<file path="src/prio_pkg.sv">
// shared constants and carriers for the interrupt priority level registers
`default_nettype none
package prio_pkg;

  // register offsets in special-function space
  localparam logic [7:0] PRIO_HIGH_GROUP0_ADDR = 8'hB7;
  localparam logic [7:0] PRIO_LOW_GROUP0_ADDR  = 8'hB8;
  localparam logic [7:0] PRIO_HIGH_GROUP1_ADDR = 8'hF7;
  localparam logic [7:0] PRIO_LOW_GROUP1_ADDR  = 8'hF8;

  // bit-addressable windows: upper five address bits pick the byte
  localparam logic [4:0] BIT_BASE_GROUP0 = 5'h17;  // B8h..BFh
  localparam logic [4:0] BIT_BASE_GROUP1 = 5'h1F;  // F8h..FFh

  // implemented bits of each register group
  localparam int         GROUP0_BITS     = 7;
  localparam int         GROUP1_BITS     = 4;
  localparam int         NUM_SOURCES     = GROUP0_BITS + GROUP1_BITS;
  localparam logic [7:0] GROUP0_MASK     = 8'h7F;
  localparam logic [7:0] GROUP1_MASK     = 8'h0F;

  // reset values of the implemented bits
  localparam logic [6:0] GROUP0_RESET    = 7'h00;
  localparam logic [3:0] GROUP1_RESET    = 4'h0;

  // value returned for reserved bits and unmapped addresses
  localparam logic [7:0] RESERVED_READ   = 8'h00;

  // level encoding: msb from the high register, lsb from the low one
  localparam int         LEVEL_BITS      = 2;
  localparam int         NUM_LEVELS      = 4;
  localparam int         SRC_BITS        = 4;

  // source indices, also the fixed polling order (lower index first)
  localparam logic [3:0] SRC_EXT_IRQ0     = 4'h0;
  localparam logic [3:0] SRC_TIMER0       = 4'h1;
  localparam logic [3:0] SRC_EXT_IRQ1     = 4'h2;
  localparam logic [3:0] SRC_TIMER1       = 4'h3;
  localparam logic [3:0] SRC_SERIAL       = 4'h4;
  localparam logic [3:0] SRC_TIMER2       = 4'h5;
  localparam logic [3:0] SRC_COUNTER_ARR  = 4'h6;
  localparam logic [3:0] SRC_BUS_CTRL     = 4'h7;
  localparam logic [3:0] SRC_CONVERTER    = 4'h8;
  localparam logic [3:0] SRC_OVERRUN      = 4'h9;
  localparam logic [3:0] SRC_SERIAL_PERIPH = 4'hA;

  typedef logic [LEVEL_BITS-1:0]  level_t;
  typedef logic [NUM_SOURCES-1:0] srcvec_t;

  // register bus request from the core
  typedef struct packed {
    logic [7:0] addr;
    logic [7:0] wrData;
    logic       wrEn;
    logic       rdEn;
    logic       bitWrEn;   // single-bit write, addr is a bit address
    logic       bitVal;
  } sfr_req_s;

  // winner handed to the core's vectoring logic
  typedef struct packed {
    logic                valid;
    logic [SRC_BITS-1:0] src;
    level_t              level;
  } grant_s;

endpackage : prio_pkg
`default_nettype wire

</file>
<file path="src/prio_level_regs.sv">
// interrupt priority level registers with their level resolver
// What this block does
// - each source gets a two-bit level, high register bit is the msb
// - code 00 is lowest, 11 highest, others rank in binary order
// - first low register at B8h, bit addressable, seven source bits
// - first low register resets bits 6 to 0 to zero
// - second low register at F8h, bit addressable, four bits reset zero
// - first high register at B7h, same bit layout, resets to zero
// - reserved bits read as zero; software never writes them as one
// - second high register at F7h, bits 3 to 0 reset to zero
//
// Strobed register access was decided locally.
`timescale 1ns/1ps
`default_nettype none
module prio_level_regs (
  input  wire logic                              sys_clk,
  input  wire logic                              nrst,
  input  wire prio_pkg::sfr_req_s                sfrReq,
  output logic      [7:0]                        rdData,
  input  wire logic [prio_pkg::NUM_SOURCES-1:0]  pending,
  input  wire logic                              vectorTaken,
  input  wire logic                              serviceDone,
  output prio_pkg::grant_s                       grant,
  output logic      [prio_pkg::NUM_LEVELS-1:0]   levelsInService
);
  import prio_pkg::*;

  // complete block state, registered as one word
  typedef struct packed {
    logic [6:0]            low0;
    logic [6:0]            high0;
    logic [3:0]            low1;
    logic [3:0]            high1;
    logic [7:0]            rdData;
    logic [NUM_LEVELS-1:0] inService;
    grant_s                grant;
  } state_s;

  state_s state_q;
  state_s state_d;
  grant_s arbGrant;

  // register byte as seen by software, reserved bits forced
  function automatic logic [7:0] readByte(input state_s st, input logic [7:0] a);
    logic [7:0] v;
    v = RESERVED_READ;
    unique case (a)
      PRIO_LOW_GROUP0_ADDR:  v = (RESERVED_READ & ~GROUP0_MASK) | {1'b0, st.low0};
      PRIO_HIGH_GROUP0_ADDR: v = (RESERVED_READ & ~GROUP0_MASK) | {1'b0, st.high0};
      PRIO_LOW_GROUP1_ADDR:  v = (RESERVED_READ & ~GROUP1_MASK) | {4'h0, st.low1};
      PRIO_HIGH_GROUP1_ADDR: v = (RESERVED_READ & ~GROUP1_MASK) | {4'h0, st.high1};
      default:               v = RESERVED_READ;
    endcase
    return v;
  endfunction

  // index of the busiest level currently in service
  function automatic logic [1:0] topBusy(input logic [NUM_LEVELS-1:0] busy);
    logic [1:0] t;
    t = 2'h0;
    for (int l = 0; l < NUM_LEVELS; l++) begin
      if (busy[l]) begin
        t = 2'(l);
      end
    end
    return t;
  endfunction

  // resolver looks at the registered levels so a write takes effect next cycle
  level_arbiter u_arb (
    .pending   (pending),
    .levelMsb  ({state_q.high1, state_q.high0}),
    .levelLsb  ({state_q.low1, state_q.low0}),
    .inService (state_q.inService),
    .grant     (arbGrant)
  );

  // next-state logic: register writes, read return, service tracking
  always_comb begin
    logic [2:0] bitSel;
    bitSel  = sfrReq.addr[2:0];
    state_d = state_q;

    // byte writes drop reserved bits, so they always stay clear
    if (sfrReq.wrEn) begin
      unique case (sfrReq.addr)
        PRIO_LOW_GROUP0_ADDR:  state_d.low0  = sfrReq.wrData[6:0];
        PRIO_HIGH_GROUP0_ADDR: state_d.high0 = sfrReq.wrData[6:0];
        PRIO_LOW_GROUP1_ADDR:  state_d.low1  = sfrReq.wrData[3:0];
        PRIO_HIGH_GROUP1_ADDR: state_d.high1 = sfrReq.wrData[3:0];
        default: ;
      endcase
    end

    // single-bit writes reach only the two low registers
    if (sfrReq.bitWrEn) begin
      if (sfrReq.addr[7:3] == BIT_BASE_GROUP0 && bitSel < 3'(GROUP0_BITS)) begin
        state_d.low0[bitSel] = sfrReq.bitVal;
      end
      if (sfrReq.addr[7:3] == BIT_BASE_GROUP1 && bitSel < 3'(GROUP1_BITS)) begin
        state_d.low1[bitSel[1:0]] = sfrReq.bitVal;
      end
    end

    // read data valid only the cycle after the strobe
    state_d.rdData = sfrReq.rdEn ? readByte(state_q, sfrReq.addr) : 8'h00;

    // return from service retires the busiest level first, then a new entry
    if (serviceDone && |state_q.inService) begin
      state_d.inService[topBusy(state_q.inService)] = 1'b0;
    end
    if (vectorTaken && state_q.grant.valid) begin
      state_d.inService[state_q.grant.level] = 1'b1;
    end

    // winner is held off while a vector is being taken or a service returns, to avoid double entry
    state_d.grant = (vectorTaken || serviceDone) ? '0 : arbGrant;

    if (!nrst) begin
      state_d.low0      = GROUP0_RESET;
      state_d.high0     = GROUP0_RESET;
      state_d.low1      = GROUP1_RESET;
      state_d.high1     = GROUP1_RESET;
      state_d.rdData    = 8'h00;
      state_d.inService = '0;
      state_d.grant     = '0;
    end
  end

  // single state register, synchronous reset folded in above
  always_ff @(posedge sys_clk) begin
    state_q <= state_d;
  end

  // outputs straight from the state register
  assign rdData          = state_q.rdData;
  assign grant           = state_q.grant;
  assign levelsInService = state_q.inService;

endmodule : prio_level_regs
`default_nettype wire

</file>
<file path="src/level_arbiter.sv">
// picks the pending source with the best level, ties by polling order
`timescale 1ns/1ps
`default_nettype none
module level_arbiter (
  input  wire logic            [prio_pkg::NUM_SOURCES-1:0] pending,
  input  wire logic            [prio_pkg::NUM_SOURCES-1:0] levelMsb,
  input  wire logic            [prio_pkg::NUM_SOURCES-1:0] levelLsb,
  input  wire logic            [prio_pkg::NUM_LEVELS-1:0]  inService,
  output prio_pkg::grant_s                                 grant
);
  import prio_pkg::*;

  // lowest level allowed to interrupt: one above the busiest level
  function automatic logic [2:0] floorLevel(input logic [NUM_LEVELS-1:0] busy);
    logic [2:0] f;
    f = 3'h0;
    for (int l = 0; l < NUM_LEVELS; l++) begin
      if (busy[l]) begin
        f = 3'(l + 1);
      end
    end
    return f;
  endfunction

  // scan levels top down; within each level sources run from the last index down, so the first in polling order is kept
  always_comb begin
    logic [2:0] minLvl;
    level_t     lvl;
    minLvl = floorLevel(inService);
    lvl    = '0;
    grant  = '0;
    for (int l = NUM_LEVELS - 1; l >= 0; l--) begin
      for (int s = NUM_SOURCES - 1; s >= 0; s--) begin
        lvl = {levelMsb[s], levelLsb[s]};
        if (!grant.valid || grant.level == level_t'(l)) begin
          if (pending[s] && lvl == level_t'(l) && {1'b0, lvl} >= minLvl) begin
            grant.src   = SRC_BITS'(s);
            grant.level = lvl;
          end
        end
      end
      if (grant.level == level_t'(l) && pending[grant.src] &&
          {levelMsb[grant.src], levelLsb[grant.src]} == level_t'(l) &&
          {1'b0, level_t'(l)} >= minLvl) begin
        grant.valid = 1'b1;
      end
    end
  end

endmodule : level_arbiter
`default_nettype wire

</file>
<file path="config.mk">
export PLATFORM = sky130hd
export DESIGN_NAME = prio_level_regs
export DESIGN_NICKNAME = d
export VERILOG_FILES = /design/src/prio_pkg.sv /design/src/prio_level_regs.sv /design/src/level_arbiter.sv
export SDC_FILE = /design/constraint.sdc
export NUM_CORES = 1
export LEC_CHECK = 0
export ABC_AREA = 1
export BUFFER_PORTS_ARGS = -buffer_cell sky130_fd_sc_hd__buf_2
export CORE_ASPECT_RATIO = 0.8
export CORE_MARGIN = 10
export CORE_UTILIZATION = 60
export CTS_CLUSTER_SIZE = 40
export DETAILED_ROUTE_END_ITERATION = 7
export PLACE_DENSITY_LB_ADDON = 0.1
export SLEW_MARGIN = 0
export SYNTH_ARGS = -nofsm -noshare
export SYNTH_HDL_FRONTEND = slang
export SYNTH_HIERARCHICAL = 1
export SYNTH_SLANG_ARGS = --single-unit
</file>
<file path="constraint.sdc">
create_clock -name sys_clk -period 8.11 [get_ports sys_clk]
set_input_delay 1.2165 -clock sys_clk [delete_from_list [all_inputs] [get_ports sys_clk]]
set_output_delay 1.2165 -clock sys_clk [all_outputs]
set_load 0.01 [all_outputs]
</file>
# Yosys cells after proc, flatten, opt, wreduce, memory -nomap -nowiden
# Index checks and enable logic that the tools add are counted.
# op_classes
order_cmp,29
eq_ne,67
n_mux,135
bitwise_logic,4
reduce_logical,174
# op_table
op,count
$mux 6,77
$logic_and 1x1->1,108
$eq 2x2->1 const B,37
$bmux 1 s4,12
$eq 2x1->1 const B,24
$logic_not 2->1,24
$logic_or 1x1->1,34
$ge 2x3->1,11
$eq 8x8->1 const B,4
$mux 7,4
$pmux 7 s4,1
$mux 4,6
$mux 1,22
$mux 22,1
$lt 4x5->1 const B,4
$eq 5x5->1 const B,2
$mux 2,5
$lt 2x3->1 const B,3
$bwmux 7,1
$demux 1 s2,3
$ge 1x3->1 const A,2
$ge 2x1->1 const B,3
$ge 2x3->1 const A,2
$lt 3x3->1 const B,2
13 further kinds,17
# word_totals
reg_bits,41
out_inout_bits,19
wordCells,418

# Logic depth before layout (Yosys ltp)
# depth
ltp_word,140
ltp_mapped,61

# Modules after synthesis
# The synthesis kept the hierarchy.
# modules_own_cells
module,instances,cells_each,area_each_um2
prio_level_regs,1,327,2155.8
level_arbiter,1,374,1921.8

# Least setup slack after synthesis
# OpenSTA, ideal clock, no wires.
# synth_path
path_type,register to register
startpoint,reg state_q (netlist bit levelsInService[3])
endpoint,reg state_q (netlist bit grant[6])
setup_ns,0.066
arrival_time_ns,4.478
setup_slack_ns,3.565
path_stages_with_launch,51
path_buffers,5
synth_period_minus_slack_ns,4.545
path_cell_list,dfxtp_1 -> buf_6 -> inv_4 -> buf_6 -> buf_8 -> o21ai_0 -> ha_1 -> nand2_1 -> o21bai_1 -> nand2_1 -> nand2_1 -> nand2_2 -> nor2_2 -> nand3_2 -> buf_6 -> clkinv_4 -> nand3_1 -> nand2_2 -> [... 15 more ...] -> nand2_1 -> nand2_1 -> nand2_1 -> nand2_1 -> nand2_2 -> nand2_4 -> nand2_4 -> nand2_1 -> nand3_1 -> nand2_1 -> nand2_1 -> nand2_1 -> nand2_1 -> nand2_1 -> nand2_1 -> nand2_1 -> inv_1 -> nor2_1
# synth_rtl
element,line_no,text
start: declaration,prio_level_regs.sv:39,state_s state_q;
start signal: assignment,prio_level_regs.sv:132,state_q <= state_d;

==> impl_summary.md <==
Drt
The number of DRC markers in iteration 0 is 368. Before antenna repair, the detailed router went through 5 iterations. The final layout contains routed wiring with a total length of about 12 mm. Dividing the detail-routed wire length by the instance count gives 14.9 um. After detailed routing, the number of vias per cell comes to 5.58. After detailed routing, the number of remaining DRC violations is 0. Once detail routing completed, the nets flagged for antenna violations numbered 0. The total via count after detailed routing is about 4500.

Logic synthesis
The mapped netlist covers 4080 um2. The number of distinct library cells after synthesis is 40. Sorting the synthesized cells by area gives the leading types as dfxtp_1 (20%), nand2_1 (17%), inv_1 (9.0%). The area fraction in compound gates after synthesis is 0.0736. Yosys mapped a number of flops with a built-in enable equal to 0. The top flip-flop cell by instance count after synthesis is dfxtp_1. The xor and xnor area share after synthesis is 0.

The post-synthesis register bit count is 40. The largest area contributor in the netlist is dfxtp_1. The share of async-settable or async-resettable flops after synthesis is 0. The Yosys step of the flow raised 6 warnings. Synthesis produced a netlist whose cell count is 701. For this run, the register share of the synthesized area comes to 0.196.

Of the total synthesized cell area, the portion taken by full adders, half adders and majority gates is 0.0338. The basic-gate share of the synthesized area counting and, or, nand and nor cells is 0.518. The share of synthesized area in the top cell type comes to 0.196. The multiplexer share of the synthesized area is 0. The number of nets in the synthesized netlist is 747. The dominant combinational cell family by area after synthesis is simple AND/OR/NAND/NOR gates. In this run the mean area of a mapped cell was 5.82 um2.

Floorplanning
In this run the count of I/O pins placed on the die edge is 54. The horizontal extent of the die is 112 um. The vertical die dimension is 93.7 um. The core region area is around 6500 um2. For this configuration, the core starts out at a cell density of 0.627. The floorplan has 26 rows. The die covers 10500 um2.

Global route
The largest net degree at the start of global routing is 26. For this run, global-route usage on met2 was measured as 0.363. For this run, global-route usage on met1 was measured as 0.301. The global-route layer with the greatest usage is met2.

The global-route track usage on met3 is 0.0524. The first global-routing pass estimated 19.9 mm of wire. The aggregate global-route resource usage is 0.225. The via count of the first global-routing pass is 4116. Global routing finished with a remaining overflow of 0.

The initial antenna violation count is 0.

Pwr
VDD sags by at most 0.106 mV. The total power per unit cell area is 108 nW/um2. The analysis attributes to cell leakage a power of 2.24 nW.

Worst setup path
The length in cells of the worst reg-to-reg path is 44. The most common cell type on the critical path is nand2_1. For the worst setup path, the data required time is 8330 ps. Broken down by cell family, the worst path's largest delay share belongs to simple AND/OR/NAND/NOR gates.

The class of the most critical setup path is register to register. The count of cell instances traversed by the critical path is between 40 and 50. The kind of start point of the critical path is a register.

The peak per-stage delay on the critical path is 680 ps. The critical-path maximum fanout is 20. The endpoint arrival time on the critical path is 5960 ps. STA classifies the critical path endpoint as a register. The critical path's slowest cell is dfxtp_1. The buffering stage count on the worst path with inverters included is 11.

Clock tree
The clock tree from TritonCTS is built. The maximum number of buffers from clock root to sink is 2. After clock tree synthesis, the clock-pin slew on the worst setup and hold paths is ~70 ps.

Once the clock tree was built, the setup fixing pass inserted 0 buffers. The count of clock tree sinks is 40. The cell at the root of the clock tree is clkbuf_8.

Clock latency on the worst-skew pair, taken at its later pin, is 300 ps. The number of gates resized after CTS was 0. The count of hold buffers inserted by post-cts repair is 0. The number of CTS-inserted buffers is 5. The H-tree level count is 2.

Cells and area
The final-stage net count is 769. The proportion of layout cells with a drive suffix above 1 is 0.172. The antenna diode count is 0. The area overhead of the layout relative to synthesis is 5.09%. The post-layout utilization of the core is 0.659.

Timing
The total count of max-transition violations in the final report was 0. The relative slew slack is 0.0998. After layout, the minimum clock period comes to 5740 ps. The worst-margin pin slew is 1350 ps. Across the routed clock network, the largest skew measured is 13.5 ps. Setup repair after global routing left no endpoint under its margin.

The final number of hold-violating endpoints is 0. For the final routed database, the setup TNS stands at 0 ps. Setup violations remaining at the end of the flow were counted as 0. Of the available clock period, the critical path in the final layout requires 0.707. Static timing analysis puts the maximum clock frequency at 0.174 GHz.

Hold path
The worst hold path belongs to the class register to register. The depth of the worst hold-timing path is 2.

Flow run
Across the run, the number of max-cap violations was 0.

Placement
The count of input and output buffers is 51. The HPWL after detailed placement is between 9 and 10 mm. The congestion estimate from routability-driven global placement came to between 1 and 1.5.

Run status
The flow ran to the end, and the final reports show no timing, DRC or antenna violations.
-- worst paths after layout --
check	from	slack [ps]	to
hold reg to reg	levelsInService[0]	520	levelsInService[0]
hold / removal	levelsInService[0]	520	levelsInService[0]
setup reg to reg	levelsInService[3]	2370	grant[6]
setup / recovery	levelsInService[3]	2370	grant[6]
-- worst min-delay path, stage by stage (launching register included) --
cell and delay (ps):
dfxtp_1 340, o21ai_0 80, a21oi_1 60
-- per-layer routing --
metal / wire length [um] / part of all wire / vias to the layer above
met4: 146 / 0.012 / 0
met3: 1130 / 0.094 / 15
met5: 0 / 0 / -
met1: 5490 / 0.46 / 2046
met2: 5250 / 0.44 / 163
li1: - / - / 2282
-- per-stage QoR --
stage	cell area [um2]	worst slack (ps)	instances	hold WS [ps]	total power (W)
2_1_floorplan	4080	3570	701	475	0.000251
3_3_place_gp	4160	2730	800	494	0.000272
3_5_place_dp	4160	2640	800	508	0.000273
4_1_cts	4290	2550	807	523	0.000464
5_1_grt	4290	1810	807	538	0.000485
6_report	4290	2370	807	519	0.000464
-- layout make-up --
class / count / area, um2
multi-input cells: 511 / 2550
fillers: 654 / 2220
flip-flops and latches: 40 / 801
inverters: 113 / 434
repair buffers: 52 / 263
well taps: 84 / 105
clock buffers: 5 / 68.8
clock inverters: 2 / 60.1
-- Yosys cell counts (all sizes together), types with 4 or more instances --
library cell	instances
nor4	9
nor2	96
o21ai	22
dfxtp	40
buf	33
clkbuf	4
nand2	203
a21oi	19
o211ai	4
or2	6
ha	11
nand3	81
clkinv	4
inv	109
nand4	40
nor3	11
-- state kept, by name, summed over array words and instances, names as in the netlist --
signal	count
state_q	22
levelsInService	4
grant	7
rdData	7
-- kinds of logic after synthesis --
family	Yosys count
adder cells (fa/ha/maj)	11
AO/OA/AOI/OAI	51
AND/OR/NAND/NOR	448
other	1
buffers and inverters	150
flip-flops	40
-- cells in the final DEF, fill, tap and decap left out, drive strengths merged --
cell,netlist,final
nand3b,2,2
bufinv,0,2
clkbuf,4,5
nor4,9,9
a21oi,19,19
ha,11,11
o211ai,4,4
or2,6,6
nand2,203,203
conb,1,1
inv,109,109
buf,33,52
nand3,81,81
nand4,40,40
dfxtp,40,40
o21bai,2,2
o31ai,1,1
nor2,96,96
o22ai,1,1
nor3,11,11
a31oi,2,2
clkinv,4,4
o21ai,22,22
-- power by group --
part / total [W] / switching [W] / internal, W / leakage, nW
logic: 0.0000732 / 0.0000508 / 0.0000224 / 1.85
registers: 0.000198 / 0.000000737 / 0.000197 / 0.322
clock network: 0.000193 / 0.0000714 / 0.000121 / 0.0642
Power figures use the tool's default switching activity.
